[src/pkg/tws_pkg.sv]
// Constants, register map and state codes of the two-wire slave interface.
// Assumes an AHB-Lite register bus with 32-bit data and one slave.
package tws_pkg;

	// Register byte offsets
	localparam logic [7:0] OFS_CTL0 = 8'h00;
	localparam logic [7:0] OFS_CTL1 = 8'h04;
	localparam logic [7:0] OFS_ADDR = 8'h08;
	localparam logic [7:0] OFS_DATA = 8'h0c;
	localparam logic [7:0] OFS_IEN  = 8'h10;

	// serial_control_zero fields
	localparam int BIT_EN       = 0;
	localparam int POS_MODE     = 1;
	localparam logic [2:0] MODE_TWO_WIRE = 3'h6;

	// serial_control_one fields
	localparam int BIT_PEND  = 0;
	localparam int BIT_BYTE_DONE       = 1;
	localparam int BIT_ACK_RECEIVED    = 2;
	localparam int BIT_ACK_TO_SEND     = 3;
	localparam int BIT_TRANSMIT_SELECT = 4;
	localparam int BIT_RW    = 5;
	localparam int BIT_MATCH = 6;
	localparam int BIT_BUSY  = 7;

	// Values after reset
	localparam logic [7:0] RST_DATA = 8'h00;
	localparam logic [6:0] RST_ADDR = 7'h00;
	localparam logic [2:0] RST_MODE = 3'h0;

	// Index of the last bit of a byte, counted from zero
	localparam logic [2:0] LAST_BIT = 3'h7;

	// Width of the pin synchroniser, one bit per bus pin
	localparam int SYNC_STAGES = 2;

	typedef enum logic [10:0] {
		ST_IDLE    = 11'b000_0000_0001,
		ST_ADDR    = 11'b000_0000_0010,
		ST_ACK_SET = 11'b000_0000_0100,
		ST_ACK_END = 11'b000_0000_1000,
		ST_STRETCH = 11'b000_0001_0000,
		ST_RX      = 11'b000_0010_0000,
		ST_TX      = 11'b000_0100_0000,
		ST_TX_REL  = 11'b000_1000_0000,
		ST_TX_CHK  = 11'b001_0000_0000,
		ST_TX_END  = 11'b010_0000_0000,
		ST_IGNORE  = 11'b100_0000_0000
	} tws_state_t;

endpackage

[src/logic/tws_pin_sync.sv]
// Two-flop synchroniser for bus pins, plus a delayed copy for edge finding.
// Assumes pins are asynchronous to CLK.
`timescale 1ns/1ns
module tws_pin_sync #(
	parameter int W = 2
) (
	// Clock and reset
	input  wire logic         clk,
	input  wire logic         rst,
	// Pins in, synchronised levels out
	input  wire logic [W-1:0] d,
	output logic      [W-1:0] q,
	output logic      [W-1:0] q_prev
);

	logic [W-1:0] meta_q;

	// Refuse an empty pin group at elaboration
	if (W < 1) begin : g_bad_width
		$error("tws_pin_sync: W must be at least 1");
	end

	// Idle bus is high, so reset to ones avoids a false edge
	always_ff @(posedge clk) begin
		if (rst) begin
			meta_q <= '1;
			q      <= '1;
			q_prev <= '1;
		end else begin
			meta_q <= d;
			q      <= meta_q;
			q_prev <= q;
		end
	end

endmodule

[src/logic/tws_slave.sv]
// Two-wire slave interface with AHB-Lite register access.
// Assumes an external master drives SCL; open-drain pins resolved outside.
`timescale 1ns/1ns
module tws_slave (
	// Clock and reset
	input  wire logic        CLK,
	input  wire logic        RST,
	// AHB-Lite slave
	input  wire logic        HSEL,
	input  wire logic [31:0] HADDR,
	input  wire logic [1:0]  HTRANS,
	input  wire logic        HWRITE,
	input  wire logic [2:0]  HSIZE,
	input  wire logic [31:0] HWDATA,
	input  wire logic        HREADY,
	output logic      [31:0] HRDATA,
	output logic             HREADYOUT,
	output logic             HRESP,
	// Serial clock pin
	input  wire logic        SCL_I,
	output logic             SCL_O,
	output logic             SCL_OE,
	// Serial data pin
	input  wire logic        SDA_I,
	output logic             SDA_O,
	output logic             SDA_OE,
	// Interrupt request
	output logic             IRQ
);

	typedef struct packed {
		tws_pkg::tws_state_t st;
		logic [2:0]          cnt;
		logic [7:0]          shreg;
		logic                ack_drv;
		logic                en;
		logic [2:0]          mode;
		logic [6:0]          own_addr;
		logic [7:0]          data;
		logic                ien;
		logic                busy;
		logic                match;
		logic                rw;
		logic                transmit_select_bit;
		logic                ack_to_send_bit;
		logic                ack_received_flag;
		logic                byte_done_flag;
		logic                pend;
		logic                ph_wr;
		logic [7:0]          ph_ofs;
		logic                sda_oe;
		logic                scl_oe;
		logic                irq;
		logic [31:0]         hrdata;
	} tws_regs_t;

	tws_regs_t r_q;
	tws_regs_t r_d;

	logic [1:0] pin_s;
	logic [1:0] pin_p;

	////////////////////////////////////////////////////////////////////////
	// Pin synchronisers

	tws_pin_sync #(
		.W(tws_pkg::SYNC_STAGES)
	) u_sync (
		.clk    (CLK),
		.rst    (RST),
		.d      ({SCL_I, SDA_I}),
		.q      (pin_s),
		.q_prev (pin_p)
	);

	logic sda;
	logic scl_rise;
	logic scl_fall;
	logic start_det;
	logic stop_det;
	logic active;

	assign sda      = pin_s[0];
	assign scl_rise = pin_s[1] & ~pin_p[1];
	assign scl_fall = ~pin_s[1] & pin_p[1];
	assign start_det = pin_s[1] & pin_p[1] & pin_p[0] & ~pin_s[0];
	assign stop_det  = pin_s[1] & pin_p[1] & ~pin_p[0] & pin_s[0];
	assign active = r_q.en & (r_q.mode == tws_pkg::MODE_TWO_WIRE);

	////////////////////////////////////////////////////////////////////////
	// Register read mux

	function automatic logic [31:0] rd_mux(input tws_regs_t s, input logic [7:0] ofs);
		logic [31:0] v;
		v = 32'h0000_0000;
		if (ofs == tws_pkg::OFS_CTL0) begin
			v[tws_pkg::BIT_EN]                      = s.en;
			v[tws_pkg::POS_MODE +: 3]               = s.mode;
		end else if (ofs == tws_pkg::OFS_CTL1) begin
			v[tws_pkg::BIT_PEND]  = s.pend;
			v[tws_pkg::BIT_BYTE_DONE]       = s.byte_done_flag;
			v[tws_pkg::BIT_ACK_RECEIVED]    = s.ack_received_flag;
			v[tws_pkg::BIT_ACK_TO_SEND]     = s.ack_to_send_bit;
			v[tws_pkg::BIT_TRANSMIT_SELECT] = s.transmit_select_bit;
			v[tws_pkg::BIT_RW]    = s.rw;
			v[tws_pkg::BIT_MATCH] = s.match;
			v[tws_pkg::BIT_BUSY]  = s.busy;
		end else if (ofs == tws_pkg::OFS_ADDR) begin
			v[7:1] = s.own_addr;
		end else if (ofs == tws_pkg::OFS_DATA) begin
			v[7:0] = s.data;
		end else if (ofs == tws_pkg::OFS_IEN) begin
			v[0] = s.ien;
		end
		return v;
	endfunction

	////////////////////////////////////////////////////////////////////////
	// Next-state logic

	logic addr_take;
	logic data_rd;
	logic data_wr;
	logic [7:0] ofs;

	always_comb begin
		r_d = r_q;
		ofs = HADDR[7:0];
		addr_take = HSEL & HTRANS[1] & HREADY;
		data_rd = addr_take & ~HWRITE & (ofs == tws_pkg::OFS_DATA);
		data_wr = r_q.ph_wr & (r_q.ph_ofs == tws_pkg::OFS_DATA);

		// Bus address phase; zero wait states
		r_d.ph_wr  = addr_take & HWRITE;
		r_d.ph_ofs = ofs;
		if (addr_take & ~HWRITE) begin
			r_d.hrdata = rd_mux(r_q, ofs);
		end

		// Bus data phase writes
		if (r_q.ph_wr) begin
			if (r_q.ph_ofs == tws_pkg::OFS_CTL0) begin
				r_d.en   = HWDATA[tws_pkg::BIT_EN];
				r_d.mode = HWDATA[tws_pkg::POS_MODE +: 3];
			end else if (r_q.ph_ofs == tws_pkg::OFS_CTL1) begin
				r_d.transmit_select_bit = HWDATA[tws_pkg::BIT_TRANSMIT_SELECT];
				r_d.ack_to_send_bit     = HWDATA[tws_pkg::BIT_ACK_TO_SEND];
				if (HWDATA[tws_pkg::BIT_PEND]) begin
					r_d.pend = 1'b0;
				end
			end else if (r_q.ph_ofs == tws_pkg::OFS_ADDR) begin
				r_d.own_addr = HWDATA[7:1];
			end else if (r_q.ph_ofs == tws_pkg::OFS_DATA) begin
				r_d.data = HWDATA[7:0];
			end else if (r_q.ph_ofs == tws_pkg::OFS_IEN) begin
				r_d.ien = HWDATA[0];
			end
		end

		// Serial engine
		if (!active) begin
			r_d.st     = tws_pkg::ST_IDLE;
			r_d.sda_oe = 1'b0;
			r_d.scl_oe = 1'b0;
			r_d.busy   = 1'b0;
		end else if (start_det) begin
			r_d.busy   = 1'b1;
			r_d.match  = 1'b0;
			r_d.st     = tws_pkg::ST_ADDR;
			r_d.cnt    = 3'h0;
			r_d.sda_oe = 1'b0;
			r_d.scl_oe = 1'b0;
		end else if (stop_det) begin
			r_d.busy   = 1'b0;
			r_d.st     = tws_pkg::ST_IDLE;
			r_d.sda_oe = 1'b0;
			r_d.scl_oe = 1'b0;
		end else begin
			case (r_q.st)
				tws_pkg::ST_ADDR: begin
					if (scl_rise) begin
						r_d.shreg = {r_q.shreg[6:0], sda};
						r_d.cnt   = r_q.cnt + 3'h1;
						if (r_q.cnt == tws_pkg::LAST_BIT) begin
							if (r_q.shreg[6:0] == r_q.own_addr) begin
								r_d.match   = 1'b1;
								r_d.rw      = sda;
								r_d.transmit_select_bit = sda;
								r_d.pend    = 1'b1;
								r_d.ack_drv = 1'b1;
								r_d.st      = tws_pkg::ST_ACK_SET;
							end else begin
								r_d.st = tws_pkg::ST_IGNORE;
							end
						end
					end
				end
				tws_pkg::ST_ACK_SET: begin
					if (scl_fall) begin
						r_d.sda_oe = r_q.ack_drv;
						r_d.st     = tws_pkg::ST_ACK_END;
					end
				end
				tws_pkg::ST_ACK_END: begin
					if (scl_fall) begin
						r_d.sda_oe = 1'b0;
						r_d.scl_oe = 1'b1;
						r_d.st     = tws_pkg::ST_STRETCH;
					end
				end
				tws_pkg::ST_STRETCH: begin
					if (r_q.transmit_select_bit & data_wr) begin
						// load byte, MSB out first
						// Clock stays held one more cycle so the MSB is set up first
						r_d.shreg          = HWDATA[7:0];
						r_d.sda_oe         = ~HWDATA[7];
						r_d.cnt            = 3'h0;
						r_d.byte_done_flag = 1'b0;
						r_d.st             = tws_pkg::ST_TX;
					end else if (~r_q.transmit_select_bit & data_rd) begin
						r_d.scl_oe         = 1'b0;
						r_d.cnt            = 3'h0;
						r_d.byte_done_flag = 1'b0;
						r_d.st             = tws_pkg::ST_RX;
					end
				end
				tws_pkg::ST_RX: begin
					r_d.byte_done_flag = 1'b0;
					if (scl_rise) begin
						r_d.shreg = {r_q.shreg[6:0], sda};
						r_d.cnt   = r_q.cnt + 3'h1;
						if (r_q.cnt == tws_pkg::LAST_BIT) begin
							r_d.data    = {r_q.shreg[6:0], sda};
							r_d.byte_done_flag = 1'b1;
							r_d.pend    = 1'b1;
							r_d.match   = 1'b0;
							r_d.ack_drv = ~r_q.ack_to_send_bit;
							r_d.st      = tws_pkg::ST_ACK_SET;
						end
					end
				end
				tws_pkg::ST_TX: begin
					r_d.byte_done_flag = 1'b0;
					// Let the stretched clock go once the MSB stands
					r_d.scl_oe         = 1'b0;
					if (scl_fall) begin
						r_d.shreg  = {r_q.shreg[6:0], 1'b0};
						r_d.sda_oe = ~r_q.shreg[6];
					end
					if (scl_rise) begin
						r_d.cnt = r_q.cnt + 3'h1;
						if (r_q.cnt == tws_pkg::LAST_BIT) begin
							r_d.st = tws_pkg::ST_TX_REL;
						end
					end
				end
				tws_pkg::ST_TX_REL: begin
					// Free SDA for the master's acknowledge
					if (scl_fall) begin
						r_d.sda_oe = 1'b0;
						r_d.st     = tws_pkg::ST_TX_CHK;
					end
				end
				tws_pkg::ST_TX_CHK: begin
					if (scl_rise) begin
						r_d.ack_received_flag = sda;
						r_d.byte_done_flag    = 1'b1;
						r_d.pend  = 1'b1;
						r_d.match = 1'b0;
						r_d.st    = tws_pkg::ST_TX_END;
					end
				end
				tws_pkg::ST_TX_END: begin
					if (scl_fall) begin
						if (r_q.ack_received_flag) begin
							r_d.st = tws_pkg::ST_IGNORE;
						end else begin
							r_d.scl_oe = 1'b1;
							r_d.st     = tws_pkg::ST_STRETCH;
						end
					end
				end
				default: begin
					// Idle and ignore leave the pins released
					r_d.sda_oe = 1'b0;
					r_d.scl_oe = 1'b0;
				end
			endcase
		end

		r_d.irq = r_d.pend & r_q.ien;
	end

	////////////////////////////////////////////////////////////////////////
	// State register

	always_ff @(posedge CLK) begin
		if (RST) begin
			r_q          <= '0;
			r_q.st       <= tws_pkg::ST_IDLE;
			r_q.mode     <= tws_pkg::RST_MODE;
			r_q.own_addr <= tws_pkg::RST_ADDR;
			r_q.data     <= tws_pkg::RST_DATA;
		end else begin
			r_q <= r_d;
		end
	end

	////////////////////////////////////////////////////////////////////////
	// Outputs

	// only pulls low, never makes START
	assign SDA_O     = 1'b0;
	assign SCL_O     = 1'b0;
	assign SDA_OE    = r_q.sda_oe;
	assign SCL_OE    = r_q.scl_oe;
	assign IRQ       = r_q.irq;
	assign HRDATA    = r_q.hrdata;
	assign HREADYOUT = 1'b1;
	assign HRESP     = 1'b0;

	// Size is ignored: every access is a whole word
	logic unused_ok;
	assign unused_ok = ^{HSIZE, HADDR[31:8], HTRANS[0]};

endmodule

[config.mk]
export PLATFORM = sky130hd
export DESIGN_NAME = tws_slave
export DESIGN_NICKNAME = d
export VERILOG_FILES = /design/src/pkg/tws_pkg.sv /design/src/logic/tws_pin_sync.sv /design/src/logic/tws_slave.sv
export SDC_FILE = /design/constraint.sdc
export NUM_CORES = 1
export LEC_CHECK = 0
export ABC_AREA = 1
export ABC_CLOCK_PERIOD_IN_PS = 4900
export BUFFER_PORTS_ARGS = -buffer_cell sky130_fd_sc_hd__buf_4
export CORE_ASPECT_RATIO = 1.2
export CORE_MARGIN = 5
export CORE_UTILIZATION = 30
export DETAILED_ROUTE_END_ITERATION = 8
export SLEW_MARGIN = 20
export SYNTH_ARGS = -nofsm -noshare
export SYNTH_HDL_FRONTEND = slang
export SYNTH_SLANG_ARGS = --single-unit
export TNS_END_PERCENT = 30
[constraint.sdc]
create_clock -name CLK -period 4.9 [get_ports CLK]
set_input_delay 0.245 -clock CLK [delete_from_list [all_inputs] [get_ports CLK]]
set_output_delay 0.245 -clock CLK [all_outputs]
set_load 0.02 [all_outputs]
**Word-level counts from Yosys, hierarchy flattened**

Cells that the tools add are included.

- Add/sub/neg operators: 1
- Equal/unequal tests: 59
- Muxes and demuxes: 90
- Bitwise gates (word level): 35
- Reductions and logical operators: 29

Operator list:

| kind | number |
|---|---|
| two-way mux 11 bit | 10 |
| one-hot mux 11 bit (9 select lines) | 1 |
| two-way mux 8 bit | 10 |
| inequality test 4 bit (second input constant) | 12 |
| two-way mux 23 bit | 2 |
| one-hot mux 11 bit (4 select lines) | 1 |
| two-way mux 14 bit | 3 |
| two-way mux 9 bit | 4 |
| inequality test 2 bit (second input constant) | 18 |
| two-way mux 1 bit | 33 |
| == test 8 x 4 -> 1 bit (second input constant) | 4 |
| AND reduction 13 bit | 2 |
| inequality test 3 bit (second input constant) | 8 |
| AND reduction 6 bit | 4 |
| two-way mux 2 bit | 10 |
| NOT 1 bit | 18 |
| AND reduction 9 bit | 2 |
| bitwise AND 1 bit | 17 |
| == test 8 x 3 -> 1 bit (second input constant) | 2 |
| == test 8 x 5 -> 1 bit (second input constant) | 2 |
| zero test 8 bit | 2 |
| two-way mux 7 bit | 2 |
| AND reduction 7 bit | 2 |
| two-way mux 12 bit | 1 |
| other kinds (33) | 44 |

- Bits in registers: 77
- Input port bits: 76
- Output and inout port bits: 39
- Word-level logic and storage cells: 241

**Logic depth before layout (Yosys ltp)**

- Word-level depth: 13
- Mapped depth: 13
- Gate-level depth less buffers: 13

**By module**

A second synthesis with hierarchy kept.

- Cells, all modules: 653
- Area total of the unflattened synthesis: 4,374.2 µm²

Modules (own cells, without submodules):

| module | times used | cells an instance | area an instance (µm²) | sequential area each (µm²) |
|---|---|---|---|---|
| tws_slave | 1 | 634 | 4,205.3 | 1,401.3 |
| tws_pin_sync | 1 | 19 | 168.9 | 120.1 |

**Least setup slack after synthesis**

OpenSTA, ideal clock, no wires.

- Path kind: reg-to-reg
- Start: register r_q[81] (netlist name)
- End: register r_q[87] (netlist name)
- Library setup time: 114 ps
- Arrival time: 1,573 ps
- Data required time: 4,786 ps
- Setup slack: 3,213 ps
- Cell stages (with the launch flop): 13
- Clock period less this slack: 1,687 ps
- Path through: dfxtp_1 ha_1 ha_1 inv_1 nor2_1 inv_1 nand2_1 nand2_1 nor2_2 nand2_2 buf_6 nor2_1 nor2_2

- Word-level cells in the longest chain between the ends: 3

RTL lines:

| element | RTL line | text |
|---|---|---|
| start, declared | tws_slave.sv:57 | `tws_regs_t r_q;` |
| start signal, assigned | tws_slave.sv:305 | `r_q <= r_d;` |
| == test 3 bit (*) | tws_slave.sv:184, tws_slave.sv:232, tws_slave.sv:252 |  |
| inequality test 2 bit (no source line) | -- |  |
| AND reduction 13 bit (no source line) (*) | -- |  |

Mark *: on every way between the ends. The rest lies on a longest branch, timed or not.
A chain may end at the register's enable or synchronous reset.

**Worst setup path after layout**

- Start: register u_sync.q[0]
- End: register r_q, in the netlist SDA_OE

- Word-level cells in the longest chain between the ends: 3

RTL lines:

| element | RTL line | text |
|---|---|---|
| start, declared | tws_pin_sync.sv:12 | `output logic [W-1:0] q,` |
| start signal, assigned | tws_pin_sync.sv:31 | `q <= meta_q;` |
| NOT 1 bit | tws_slave.sv:86 | `assign start_det = pin_s[1] & pin_p[1] & pin_p[0] & ~pin_s[0];` |
| bitwise AND 1 bit | tws_slave.sv:86 |  |
| OR reduction 4 bit (no source line) (*) | -- |  |

Marks and branches as above.

==> results.yml <==
layout:
  diodes: 0
  final_cell_area_sq_um: 5250
  layout-drive-gt1-share_pct: 18.5
  syn_to_final_growth_pct: 13.3
  fill_cells: 1697
  final_nets: 787
power:
  p_sw_mw: 0.344
  power_frac_comb_pct: 5.6
  design_power_total_mw: 1.44
  ir_drop_mv: 0.186
  p_leak_nw: 2.50
  pwr-share-clk_pct: 50.7
  p_sw_share_pct: 23.9
  seq_power_share_pct: 43.6
  intPower_mw: 1.10
  powerDensity_nw_per_um2: 274
route:
  drcViolationCount: 0
  wl_um: 12600
  route.vias.total: 4322
  ant_nets: 0
  routedWlPerCell_um: 13.7
  first_pass_iters: 5
  routed_via_density: 4.71
  drtIter0Drc: 235
die:
  io_pins: 115
  start_util_pct: 30.7
  die_w_um: 123
  die_h_um: 146
  core_area_sq_um: 15100
  num_rows: 49
  die_area_sq_um: 18000
timing:
  setup_ws_ns: 2.71
  setup_tns_ns: 0
  min_period_over_period_pct: 44.8
  setup_viol: 0
  hold_viol_final: 0
  timing.slew.headroom_pct: 36.0
  finalMaxSlewViolations: 0
  tightest_slew_ns: 0.959
  whs_ns: 0.0946
  fmax_mhz: 456
  period_minus_slack_ns: 2.19
  fin_skew_ns: 0.00890
  grt_setup_unrepaired: "false"
clocking:
  clk_path_buf_depth: 2
  cts-resized-gates: 0
  cts_buffers: 9
  root_buffer: "clkbuf_16"
  cts_setup_buffers: 0
  cts.clk_slew.worst_paths_ns: 0.06
  clk_latency_ns: 0.34
  cts_tree: "done"
  htreeDepth: 3
  clock_sinks: 76
  hold_buffers: 0
yosys:
  yosys_warnings: 0
  seq_area_frac_synth_pct: 32.9
  yosys_register_bits: 76
  synthFlopType: "dfxtp_1"
  syn-cell-area_sq_um: 4630
  syn-instance-count: 685
  yosysUniqueCellTypes: 41
  postSynthAreaPerCell_sq_um: 6.76
  synth-edff-count: 0
  async_flop_share_pct: 0
hold_path:
  holdCritStartpoint: "SDA_I"
  worstHoldPathCells: 2
  worstHoldEndpoint: "u_sync.meta_q[0]$_SDFF_PP1_"
  hold_path.class: "input port to flip-flop"
global_routing:
  track_usage_pct: 14.2
  grt_pass1_wl_um: 20600
  grt_max_degree: 36
  antenna_found_initial: 0
  grt.overflow.total: 0
  grt_pass1_vias: 4072
critical_path:
  worstPathRequired_ns: 5.18
  r2r_start: "u_sync.q[0]$_SDFF_PP1_"
  crit_path_top_delay_cell: "dfxtp_1"
  ff2ff_path_depth: 8
  crit_arrival_ns: 2.47
  r2r_end: "SDA_OE$_SDFFE_PP0P_"
  crit_family: "simple AND/OR/NAND/NOR gates"
  worstPathCellList: "inv_2 > nand3_1 > inv_1 > nor2_1 > nand2_1 > inv_1 > o21ai_1 > nor2_1"
  critPathKind: "flip-flop to flip-flop"
  reg2reg_setup_slack_ns: 2.71
  end_kind: "flip-flop"
  critPathMaxFanout: 8
  worst-path-buf-inv: 3
  cp-start-kind: "flip-flop"
  critical_path.max_stage_delay_ns: 0.44
outcome:
  status: "completed"
placement:
  gp_congestion: 0.930
  placed_cell_area_sq_um: 4920
  dpl.hpwl_um: 9610
  pre_cts_slack_ns: 2.72
  port_buffers: 34
job:
  max_cap_violations: 0
synthesized netlist by cell type (2+ instances only):
cell type | instances | area share (%)
nand4_2 | 3 | 0.81
nand4_1 | 10 | 1.4
nor2_1 | 102 | 8.3
xnor2_1 | 2 | 0.38
nor2_8 | 2 | 0.86
inv_2 | 10 | 0.81
dfxtp_1 | 76 | 33
nor2_4 | 7 | 1.7
a211oi_1 | 5 | 0.81
nor3_1 | 12 | 1.3
or2_2 | 4 | 0.54
xor2_1 | 5 | 0.95
o22ai_1 | 3 | 0.41
nand2_1 | 126 | 10
a21oi_1 | 40 | 4.3
buf_2 | 2 | 0.22
conb_1 | 2 | 0.16
nand2_2 | 15 | 2.0
o2111ai_1 | 3 | 0.57
nand3_2 | 7 | 1.5
ha_1 | 2 | 0.54
inv_1 | 69 | 5.6
nand3_1 | 39 | 4.2
o21ai_0 | 40 | 4.3
a31oi_1 | 3 | 0.41
clkbuf_1 | 9 | 0.73
buf_4 | 36 | 5.8
nand2_4 | 6 | 1.5
nor4_2 | 2 | 0.54
o21ai_1 | 9 | 0.97
nor2_2 | 18 | 2.4
o211ai_1 | 4 | 0.65
o21ai_2 | 4 | 0.76
placed cells by master, fill, tap and decap left out, types with 9 or more instances in the layout:
master	instances
nand3_1	39
conb_1	28
nor2_2	18
inv_1	69
nor2_1	102
nand2_2	15
nand4_1	10
o21ai_1	9
clkbuf_16	9
dfxtp_1	76
nor3_1	12
buf_4	35
o21ai_0	40
a21oi_1	40
nand2_1	126
inv_2	10
worst max path at each step:
| stage | startpoint | endpoint | slack, ns | cells after the start |
|---|---|---|---|---|
| after CTS | u_sync.q[0]$_SDFF_PP1_ | SDA_OE$_SDFFE_PP0P_ | 2.70 | 8 |
| final | u_sync.q[0]$_SDFF_PP1_ | SDA_OE$_SDFFE_PP0P_ | 2.71 | 8 |
| after global routing | u_sync.q[0]$_SDFF_PP1_ | SDA_OE$_SDFFE_PP0P_ | 2.59 | 8 |
| after floorplan | r_q[81]$_SDFFE_PP0P_ | r_q[87]$_SDFFE_PP0P_ | 3.21 | 12 |
| after detailed placement | u_sync.q[0]$_SDFF_PP1_ | SDA_OE$_SDFFE_PP0P_ | 2.72 | 8 |
| after global placement | u_sync.q[0]$_SDFF_PP1_ | SDA_OE$_SDFFE_PP0P_ | 2.71 | 8 |
power groups by stage:
| stage | clock network [mW] | registers (mW) | logic, mW |
|---|---|---|---|
| 6_report | 0.730 | 0.628 | 0.0810 |
| 5_1_grt | 0.773 | 0.628 | 0.0904 |
| 3_3_place_gp | 0 | 0.642 | 0.0811 |
| 4_1_cts | 0.742 | 0.628 | 0.0811 |
| 2_1_floorplan | 0 | 0.641 | 0.0702 |
| 3_5_place_dp | 0 | 0.642 | 0.0807 |
metrics by stage:
step | std cells | util [%]
after global routing | 918 | 34.8
after detailed placement | 902 | 32.6
final | 918 | 34.8
after global placement | 902 | 32.6
after floorplan | 711 | -
after CTS | 918 | 34.8
logic make-up (layout without fill, tap and decap cells):
group	count (synthesis)	in the layout	share of synthesized area, %
other	2	28	0.162
buffers and inverters	128	131	13.6
AND/OR/NAND/NOR	357	357	37.9
flip-flops	76	76	32.9
adder cells (fa/ha/maj)	2	2	0.540
XOR/XNOR	7	7	1.32
AO/OA/AOI/OAI	113	113	13.7
per-layer routing:
metal	GRT usage, %	wire [um]
met1	17.1	5370
met2	25.5	6430
met3	2.63	525
met4	4.10	248
met5	0	0
flip-flops by register name, summed over array words and instances, names as in the netlist:
signal,count
u_sync.meta_q,2
SDA_OE,1
r_q,59
SCL_OE,1
u_sync.q_prev,2
HRDATA,8
IRQ,1
u_sync.q,2
worst reg2reg max path, cell delays in order, from the launching register on:
cell and delay (ns):
dfxtp_1 0.44, inv_2 0.08, nand3_1 0.21, inv_1 0.14, nor2_1 0.43, nand2_1 0.29, inv_1 0.32, o21ai_1 0.13
nor2_1 0.09
layout make-up:
class,instances,area [sq um],share of cell area [%]
inverters,80,303,5.77
well taps,204,255,4.87
multi-input cells,507,2580,49.2
flip-flops and latches,76,1520,29.0
clock inverters,7,98.8,1.88
repair buffers,35,263,5.01
clock buffers,9,225,4.29
(Power assumes the default switching activity.)
